File: config.mk
export PLATFORM = sky130hd
export DESIGN_NAME = standby_pin_state_control
export DESIGN_NICKNAME = d
export VERILOG_FILES = /design/src/pin_cell.v /design/src/standby_pin_state_control.v
export VERILOG_INCLUDE_DIRS = /design/src
export SDC_FILE = /design/constraint.sdc
export NUM_CORES = 1
export LEC_CHECK = 0
export ABC_CLOCK_PERIOD_IN_PS = 1800
export BUFFER_PORTS_ARGS = -buffer_cell sky130_fd_sc_hd__buf_2
export CORE_MARGIN = 2
export CORE_UTILIZATION = 38
export DETAILED_ROUTE_END_ITERATION = 10
export PLACE_DENSITY = 0.71
export SYNTH_ARGS = -nofsm -noshare
export SYNTH_HDL_FRONTEND = slang
export SYNTH_SLANG_ARGS = --single-unit
File: constraint.sdc
create_clock -name clk -period 1.8 [get_ports clk]
set_clock_uncertainty 0.05 [all_clocks]
set_input_delay 0.18 -clock clk [delete_from_list [all_inputs] [get_ports clk]]
set_output_delay 0.18 -clock clk [all_outputs]
set_load 0.05 [all_outputs]
File: src/pin_state_consts.vh
// Constants for the standby pin state control block
// Assumes inclusion by bare name from the design files
`ifndef PIN_STATE_CONSTS_VH
`define PIN_STATE_CONSTS_VH
`define MODE_W 3
`define MODE_SINGLE_LO 3'h6
`define MODE_ADDR_LO 3'h3
`define MODE_ADDR_HI 3'h5
`define MODE_EXT_LO 3'h1
`define ST_RUN 2'h0
`define ST_SWSTBY 2'h1
`define ST_BUSREL 2'h2
`define ST_HWSTBY 2'h3
`endif

File: src/pin_cell.v
// One pin: chooses drive level and enable for the present state
// Assumes state code and settings come from logic on the same clock
`include "pin_state_consts.vh"
module pin_cell (
  // Clock and reset
  input wire clk,
  input wire reset,
  // Control
  input wire [1:0] state,
  input wire func_sel,
  input wire func_val,
  input wire gpio_oe,
  input wire gpio_val,
  input wire sw_float,
  input wire sw_high,
  input wire rel_float,
  // Pin
  output reg pin_out_ff,
  output reg pin_oe_ff
);
  reg nxt_pin_out;
  reg nxt_pin_oe;
  always @*
  begin
    nxt_pin_out = pin_out_ff;
    nxt_pin_oe = pin_oe_ff;
    case (state)
      `ST_RUN:
      begin
        nxt_pin_oe = func_sel | gpio_oe;
        nxt_pin_out = func_sel ? func_val : gpio_val;
      end
      `ST_SWSTBY:
      begin
        if (sw_float)
          nxt_pin_oe = 1'b0;
        else if (sw_high)
        begin
          nxt_pin_oe = 1'b1;
          nxt_pin_out = 1'b1;
        end
      end
      `ST_BUSREL:
      begin
        if (rel_float)
          nxt_pin_oe = 1'b0;
      end
      `ST_HWSTBY:
      begin
        nxt_pin_oe = 1'b0;
      end
      default:
      begin
        nxt_pin_oe = 1'b0;
      end
    endcase
  end
  // Hold otherwise: an input stays floating, an output keeps its level
  always @(posedge clk or posedge reset)
  begin
    if (reset)
    begin
      pin_out_ff <= 1'b0;
      pin_oe_ff <= 1'b0;
    end
    else
    begin
      pin_out_ff <= nxt_pin_out;
      pin_oe_ff <= nxt_pin_oe;
    end
  end
endmodule

File: src/standby_pin_state_control.v
// Top of the standby pin state control: port 8, port A, port B pins
// Assumes all inputs come from logic on clk; pins resolved outside
`include "pin_state_consts.vh"
module standby_pin_state_control (
  // Clock and reset
  input wire clk,
  input wire reset,
  // Operating mode and power state
  input wire [2:0] op_mode,
  input wire hw_standby,
  input wire sw_standby,
  input wire bus_release_req,
  input wire standby_output_keep,
  // Bus release control bits
  input wire upper_addr_bit23_enable,
  input wire upper_addr_bit22_enable,
  input wire upper_addr_bit21_enable,
  input wire upper_addr_bit20_enable,
  // Chip select control bits
  input wire chip_select7_enable,
  input wire chip_select6_enable,
  input wire chip_select5_enable,
  input wire chip_select4_enable,
  // Bus functions
  input wire [23:20] addr_hi,
  input wire [7:0] chip_sel_n,
  // General purpose port data and direction
  input wire [4:2] p8_ddr,
  input wire [4:2] p8_dr,
  input wire [7:4] pa_ddr,
  input wire [7:4] pa_dr,
  input wire [3:0] pb_ddr,
  input wire [3:0] pb_dr,
  // Status
  output reg bus_released_ff,
  // Pins
  output wire [4:2] p8_out,
  output wire [4:2] p8_oe,
  output wire [7:4] pa_out,
  output wire [7:4] pa_oe,
  output wire [3:0] pb_out,
  output wire [3:0] pb_oe
);
  // ----------------------------------------
  // Mode decode
  // ----------------------------------------
  function in_range;
    input [2:0] m;
    input [2:0] lo;
    input [2:0] hi;
    begin
      in_range = (m >= lo) && (m <= hi);
    end
  endfunction
  wire ext_mode = in_range(op_mode, `MODE_EXT_LO, `MODE_ADDR_HI);
  wire addr_mode = in_range(op_mode, `MODE_ADDR_LO, `MODE_ADDR_HI);
  wire mode5 = (op_mode == `MODE_ADDR_HI);
  wire single_mode = (op_mode >= `MODE_SINGLE_LO);
  // ----------------------------------------
  // Power and bus state
  // ----------------------------------------
  reg [1:0] state;
  always @*
  begin
    if (hw_standby)
      state = `ST_HWSTBY;
    else if (sw_standby)
      state = `ST_SWSTBY;
    else if (bus_released_ff)
      state = `ST_BUSREL;
    else
      state = `ST_RUN;
  end
  wire nxt_bus_released = bus_release_req & ~single_mode
    & ~hw_standby;
  always @(posedge clk or posedge reset)
  begin
    if (reset)
      bus_released_ff <= 1'b0;
    else
      bus_released_ff <= nxt_bus_released;
  end
  // ----------------------------------------
  // Port A pins 7..4: high address bits
  // ----------------------------------------
  wire [7:4] pa_en_bits = {upper_addr_bit20_enable, upper_addr_bit23_enable,
    upper_addr_bit22_enable, upper_addr_bit21_enable};
  wire [7:4] pa_fn;
  assign pa_fn[6:4] = {3{addr_mode}} & ~pa_en_bits[6:4];
  assign pa_fn[7] = mode5 & ~pa_en_bits[7];
  wire [7:4] pa_val = {addr_hi[20], addr_hi[23], addr_hi[22], addr_hi[21]};
  genvar i;
  generate
    for (i = 4; i < 8; i = i + 1)
    begin : g_pa
      pin_cell u_cell (
        .clk(clk),
        .reset(reset),
        .state(state),
        .func_sel(pa_fn[i]),
        .func_val(pa_val[i]),
        .gpio_oe(pa_ddr[i]),
        .gpio_val(pa_dr[i]),
        .sw_float(pa_fn[i] & ~standby_output_keep),
        .sw_high(1'b0),
        .rel_float(pa_fn[i]),
        .pin_out_ff(pa_out[i]),
        .pin_oe_ff(pa_oe[i])
      );
    end
  endgenerate
  // ----------------------------------------
  // Port B pins 3..0: chip selects 4..7
  // ----------------------------------------
  wire [3:0] pb_fn = {4{ext_mode}} & {chip_select4_enable,
    chip_select5_enable, chip_select6_enable,
    chip_select7_enable};
  generate
    for (i = 0; i < 4; i = i + 1)
    begin : g_pb
      pin_cell u_cell (
        .clk(clk),
        .reset(reset),
        .state(state),
        .func_sel(pb_fn[i]),
        .func_val(chip_sel_n[7 - i]),
        .gpio_oe(pb_ddr[i]),
        .gpio_val(pb_dr[i]),
        .sw_float(pb_fn[i] & ~standby_output_keep),
        .sw_high(pb_fn[i] & standby_output_keep),
        .rel_float(pb_fn[i]),
        .pin_out_ff(pb_out[i]),
        .pin_oe_ff(pb_oe[i])
      );
    end
  endgenerate
  // ----------------------------------------
  // Port 8 pins 4..2: chip selects 0..2
  // ----------------------------------------
  wire [4:2] p8_fn = {3{ext_mode}} & p8_ddr;
  generate
    for (i = 2; i < 5; i = i + 1)
    begin : g_p8
      pin_cell u_cell (
        .clk(clk),
        .reset(reset),
        .state(state),
        .func_sel(p8_fn[i]),
        .func_val(chip_sel_n[4 - i]),
        .gpio_oe(~ext_mode & p8_ddr[i]),
        .gpio_val(p8_dr[i]),
        .sw_float(ext_mode & ~(p8_ddr[i] & standby_output_keep)),
        .sw_high(p8_fn[i] & standby_output_keep),
        .rel_float(p8_fn[i]),
        .pin_out_ff(p8_out[i]),
        .pin_oe_ff(p8_oe[i])
      );
    end
  endgenerate
endmodule

==> impl_metrics.csv, run 1 <==
group,metric,value,unit
status,run_status,"finished, final reports clean",
global_route,gr-total-overflow,0,
global_route,grt_pass1_vias,1182,
setup_path,critPathTopFamily,"flip-flops",
setup_path,cp_cell_sequence,"or3_1 > mux2_4 > a31oi_1 > a22oi_1",
sta,tightest_slew,0.436,ns
clock_network,htreeDepth,1,
floorplanning,die-area,4280,sq um
power_and_ir_drop,ir_worst_vdd,290,uV
logic_synthesis,netlist_instances,151,
layout,nNetsFinal,257,
clock_network,clkSlewWorstSetupHoldPaths,0.08,ns
layout,syn2layout_area_growth,21.6,%
placement,dp_hpwl,2.66,mm
layout,layout-drive-gt1-share,42.9,%
drt,drc,0,
layout,postLayoutCellArea,1740,sq um
placement,place_congestion,0.732,
logic_synthesis,synth_seq_cells,23,
layout,layout_commonest_cell,"buf_2",
logic_synthesis,yosys-top-cells-area,"dfrtp_1, buf_4, mux2i_1, buf_6, a21oi_1",
layout,antenna_cells,0,
floorplanning,io_pins,74,
global_route,grt_pass1_wl,5.26,mm
min_path,min_to,"g_pb[3].u_cell.pin_oe_ff$_DFFE_PP0P_",
min_path,min_path_type,"in -> reg",
clock_network,clock-sinks,23,
logic_synthesis,synthesis.nets,202,
min_path,min-delay-start,"chip_select4_enable",
logic_synthesis,ys_seq_area_share,40.1,%
drt,post_drt_via_cell_ratio,5.08,
clock_network,cts_root_buf,"clkbuf_8",
logic_synthesis,syn_area,1430,sq um
sta,fin_crit,1.50,ns
setup_path,critPathKind,"reg -> reg",
floorplanning,initial_core_util,39.5,%
layout,final_cell_mix,"buf_2, dfrtp_1, mux2i_1",
power_and_ir_drop,p_leak,0.896,nW
drt,ant_nets,0,
sta,clock.fmax,666,MHz
drt,vias,1285,
drt,dr.pass1.iters,5,
floorplanning,coreArea,3630,sq um
run,drv_cap,0,
clock_network,tritoncts,"done",
logic_synthesis,synth_flop_cell,"dfrtp_1",
global_route,grtUsageTotal,15.7,%
drt,wl_per_cell,13.5,microns
setup_path,slowest_stage,"dfrtp_1",
sta,tns,0,ns
logic_synthesis,synth_warnings,0,
global_route,use_met2,26.9,%
global_route,use_met3,1.54,%
sta,slew_headroom,70.9,%
clock_network,clockBufferDepth,2,
global_route,grt_busiest_layer,"met2",
setup_path,timing.rr.start,"bus_released_ff$_DFF_PP0_",
setup_path,max_stage_delay,0.42,ns
logic_synthesis,synth-edff-count,0,
setup_path,cp_max_fo,5,
placement,io_buffers,72,
sta,drv_slew,0,
sta,hold_violations,0,
logic_synthesis,synthArstFlopShare,100,%
sta,setup_viol,0,
logic_synthesis,syn_avg_cell_area,9.50,sq um
power_and_ir_drop,pwr_density_cell,873,nW/um^2
setup_path,cp-end-kind,"flip-flop",
setup_path,cp_num_buf_inv,0,
setup_path,rr_endpoint,"g_p8[2].u_cell.pin_out_ff$_DFFE_PP0P_",
setup_path,arrival,1.59,ns
drt,first_iter_violations,119,
logic_synthesis,ys_types,32,
global_route,antenna_found_initial,0,
clock_network,clock_latency,0.26,ns
setup_path,critPathLaunchType,"flip-flop",
setup_path,cp_data_required_time,1.89,ns
logic_synthesis,synth_top_area_share,40.1,%
logic_synthesis,yosys.area.top_type,"dfrtp_1",
setup_path,r2r_cells,4,
drt,drt_wl_total,3.40,mm
global_route,grt_util_met1,20.7,%
setup_path,ff2ff_setup_slack,0.30,ns
sta,rsz0062_at_grt,"no",
placement,placed_cell_area,1690,sq um
floorplanning,fp.dieH,65.4,microns
global_route,grt_max_degree,24,
sta,min_period_over_period,83.4,%
clock_network,cts_buffers,3,
clock_network,postCtsSetupRepairBufs,0,
floorplanning,rows,22,
floorplanning,chipWidth,65.4,microns
min_path,hold_path_depth,2,
## cell type report
class | instances | area (sq um)
fillers | 372 | 1890
repair buffers | 80 | 423
inverters | 3 | 11.3
flip-flops and latches | 23 | 576
clock buffers | 3 | 41.3
multi-input cells | 95 | 628
clock inverters | 1 | 5.00
well taps | 48 | 60.1
## worst max path at each step
stage	startpoint	endpoint	slack, ns	depth (start not counted)
6_report	bus_released_ff$_DFF_PP0_	g_p8[2].u_cell.pin_out_ff$_DFFE_PP0P_	0.30	4
5_1_grt	bus_released_ff$_DFF_PP0_	g_p8[2].u_cell.pin_out_ff$_DFFE_PP0P_	0.22	4
4_1_cts	bus_released_ff$_DFF_PP0_	g_p8[2].u_cell.pin_oe_ff$_DFFE_PP0P_	0.07	4
3_5_place_dp	bus_released_ff$_DFF_PP0_	g_p8[2].u_cell.pin_oe_ff$_DFFE_PP0P_	0.08	4
3_3_place_gp	bus_released_ff$_DFF_PP0_	g_p8[4].u_cell.pin_oe_ff$_DFFE_PP0P_	0.15	4
2_1_floorplan	bus_released_ff$_DFF_PP0_	g_p8[2].u_cell.pin_out_ff$_DFFE_PP0P_	0.002	5
## synthesized netlist by cell type (2+ instances only)
library cell  number
or3_1              2
a31oi_1            6
nand2b_1           2
nand3b_1           4
nor2_1             7
a32oi_1            3
buf_6              4
o21ai_0            8
a32o_1             3
inv_1              3
clkbuf_1           3
nand3_1            8
nand2_1            9
o211ai_1           2
o22ai_1            2
buf_4             22
mux2i_1           11
nor3_1             2
a222oi_1           3
dfrtp_1           23
o21ai_1            6
a21oi_1            8
## timing repair
item / 4_1_cts / 5_1_grt
setup endpoints to repair: 0 / 2
hold endpoints to repair: 23 / 0
hold buffers: 1 / 0
resized for setup: 0 / 1
## per-stage QoR
step / hold slack, ns / total power, mW / utilization [%] / setup slack (ns) / instances
after CTS: 0.0917 / 1.54 / 47.9 / 0.0748 / 253
after global placement: 0.197 / 1.21 / 46.4 / 0.148 / 248
after floorplan: 0.132 / 1.15 / - / 0.00174 / 151
after detailed placement: 0.193 / 1.22 / 46.4 / 0.0813 / 248
final: 0.0995 / 1.52 / 48.0 / 0.299 / 253
after global routing: 0.0962 / 1.60 / 48.0 / 0.225 / 253
## per-layer routing
layer  wire length, microns  up-vias
li1                       -      641
met1                   1560      599
met2                   1620       43
met3                    186        2
met4                     33        0
met5                      0        -
## logic make-up after synthesis
| kind of cell | after synthesis | synth area share [%] |
|---|---|---|
| buffers and inverters | 33 | 16.6 |
| AO/OA/AOI/OAI | 42 | 18.8 |
| AND/OR/NAND/NOR | 40 | 15.0 |
| multiplexers | 13 | 9.51 |
| flip-flops | 23 | 40.1 |
## worst register-to-register path, stage by stage, from the launching register on
cell and delay (ns):
dfrtp_1 0.42, or3_1 0.37, mux2_4 0.31, a31oi_1 0.14, a22oi_1 0.10
## registers in the layout, indices dropped and copies added (netlist names)
register	cells
g_pb.u_cell.pin_oe_ff	4
g_p8.u_cell.pin_oe_ff	3
g_pb.u_cell.pin_out_ff	4
g_pa.u_cell.pin_oe_ff	4
g_pa.u_cell.pin_out_ff	4
bus_released_ff	1
g_p8.u_cell.pin_out_ff	3
## power by group
group	leakage, nW	switching (mW)	internal (mW)	total, mW
clock network	0.0255	0.160	0.154	0.314
logic	0.585	0.407	0.180	0.586
registers	0.285	0.0372	0.585	0.622
No activity file was read; power rests on OpenSTA's default activity.
==> run 2, diff against run 1 <==
- ABC_CLOCK_PERIOD_IN_PS: 1800 -> 1300
- PLACE_DENSITY: 0.71 -> 0.74
- clock period: 1.8 -> 1.3 ns (I/O delays scaled with it)
==> run 2 against run 1 <==
Against the previous run: the run now ends with negative setup slack left; clock-buffer cell count increased by 1; via count increased by 8.7%; hold slack got worse by 0.069 ns; critical path depth unchanged; combinational power increased by 52%; setup slack got worse by 0.45 ns; utilization increased by 5.5 points; flip-flop and latch count unchanged; die area unchanged; first-iteration DRC count increased by 57%; cell count increased by 7.9%; global-route usage increased by 2.1 points.
==> impl_metrics.csv, run 2 (synthesized netlist as in run 1, its figures left out) <==
group,metric,value,unit
clock_network,cts_buffers,3,
floorplanning,die-area,4280,sq um
clock_network,htreeDepth,1,
min_path,min_path_type,"in -> reg",
power_and_ir_drop,p_leak,1.00,nW
floorplanning,fp.dieH,65.4,microns
layout,instances_no_fill,273,
floorplanning,io_pins,74,
layout,multi_input_area,662,sq um
sta,clock.fmax,688,MHz
run,drv_cap,0,
layout,antenna_cells,0,
floorplanning,chipWidth,65.4,microns
placement,dp_cells,262,
setup_path,critPathKind,"reg -> reg",
power_and_ir_drop,sequentialPowerShare,39.2,%
clock_network,clockBufferDepth,2,
floorplanning,coreArea,3630,sq um
layout,n_fill_cell,357,
clock_network,clkSlewWorstSetupHoldPaths,0.08,ns
layout,final_cell_mix,"buf_2, buf_4, dfrtp_1",
power_and_ir_drop,ir_worst_vdd,550,uV
global_route,grt_pass1_wl,5.98,mm
layout,layout_commonest_cell,"buf_2",
floorplanning,initial_core_util,39.5,%
power_and_ir_drop,clkPwrFrac,20.3,%
drt,wl_per_cell,13.9,microns
sta,drv_slew,0,
global_route,grtUsageTotal,17.8,%
drt,ant_nets,0,
sta,setup_viol,18,
drt,drt_wl_total,3.80,mm
sta,slew_headroom,79.3,%
setup_path,critPathLaunchType,"flip-flop",
drt,vias,1397,
status,violations,"negative setup slack",
floorplanning,rows,22,
placement,io_buffers,72,
power_and_ir_drop,swShare,39.4,%
sta,worst_slack,-0.154,ns
clock_network,cts_root_buf,"clkbuf_8",
setup_path,cp-end-kind,"flip-flop",
layout,syn2layout_area_growth,35.5,%
global_route,grt_max_degree,24,
power_and_ir_drop,p_comb_share,40.5,%
setup_path,arrival,1.55,ns
power_and_ir_drop,pwr_density_cell,1130,nW/um^2
drt,post_drt_via_cell_ratio,5.12,
sta,hold_violations,0,
setup_path,cp_data_required_time,1.39,ns
layout,nNetsFinal,277,
sta,min_period_over_period,112,%
drt,drc,0,
layout,layout-drive-gt1-share,49.8,%
placement,place_congestion,0.770,
setup_path,cp_max_fo,2,
status,run_status,"finished with violations",
power_and_ir_drop,p_sw,867,uW
placement,dp_hpwl,2.81,mm
power_and_ir_drop,intPower,1.33,mW
drt,first_iter_violations,187,
clock_network,clock-sinks,23,
sta,rsz0062_at_grt,"yes",
sta,fin_crit,1.45,ns
sta,tns,-0.627,ns
sta,tightest_slew,0.311,ns
global_route,grt_pass1_vias,1291,
placement,placed_cell_area,1790,sq um
layout,regArea,577,sq um
global_route,antenna_found_initial,0,
global_route,gr-total-overflow,0,
drt,dr.pass1.iters,4,
clock_network,tritoncts,"done",
layout,postLayoutCellArea,1940,sq um
clock_network,clock_latency,0.26,ns
## run 2: path summary, 6_finish.rpt
check	slack, ns	to	cells after the start	startpoint
hold reg to reg	0.44	g_pa[7].u_cell.pin_out_ff$_DFFE_PP0N_	2	g_pa[7].u_cell.pin_out_ff$_DFFE_PP0N_
setup reg to reg	-0.15	g_p8[2].u_cell.pin_out_ff$_DFFE_PP0P_	4	bus_released_ff$_DFF_PP0_
setup / recovery	-0.15	g_p8[2].u_cell.pin_out_ff$_DFFE_PP0P_	4	bus_released_ff$_DFF_PP0_
hold / removal	0.03	g_pb[1].u_cell.pin_oe_ff$_DFFE_PP0P_	2	chip_select6_enable
max in group asynchronous	0.54	bus_released_ff$_DFF_PP0_	4	reset
min in group asynchronous	0.40	g_pa[7].u_cell.pin_out_ff$_DFFE_PP0N_	4	reset
## run 2: what timing repair did
| action | in CTS | in global routing |
|---|---|---|
| pin swaps | 1 | 5 |
| gates resized for setup | 9 | 7 |
| endpoints found under the hold margin | 23 | 0 |
| setup buffers | 2 | 2 |
| setup endpoints to repair | 18 | 19 |
| cloned | 0 | 2 |
| hold buffers | 1 | 0 |
## run 2: per-stage QoR
| stage | util (%) | power, mW | hold slack (ns) | setup WS (ns) |
|---|---|---|---|---|
| 2_1_floorplan | - | 1.60 | 0.0819 | -0.387 |
| 3_3_place_gp | 49.4 | 1.72 | 0.142 | -0.135 |
| 3_5_place_dp | 49.4 | 1.73 | 0.143 | -0.188 |
| 4_1_cts | 52.3 | 2.20 | 0.0174 | -0.141 |
| 5_1_grt | 53.5 | 2.32 | 0.0137 | -0.184 |
| 6_report | 53.5 | 2.20 | 0.0301 | -0.154 |
## run 2: worst max-delay path: stages (launching register included)
cell and delay [ns]:
dfrtp_2 0.41, or3_4 0.34, mux2_4 0.30, a31oi_1 0.14, a22oi_1 0.10
## run 2: power groups by stage
stage                     Combinational (mW)  Sequential, mW  Clock (mW)
after floorplan                        0.730           0.870           0
after global placement                 0.841           0.877           0
after detailed placement               0.857           0.872           0
after CTS                              0.880           0.860       0.463
after global routing                   0.949           0.873       0.503
final                                  0.891           0.862       0.446
## run 2: final cells by class
| type | instances | area share (%) |
|---|---|---|
| multi-input combinational | 95 | 34.1 |
| clock buffer | 4 | 2.32 |
| timing repair buffer | 100 | 30.3 |
| sequential | 23 | 29.7 |
| inverter | 3 | 0.580 |
| tap | 48 | 3.09 |
## run 2: layer usage
layer  track usage, %  routed length [microns]  vias to the layer above
met5                0                        0                        -
met4             3.91                       17                        0
met3             3.42                      294                        2
met2             29.7                     1870                       56
met1             24.1                     1620                      659
li1                 -                        -                      680
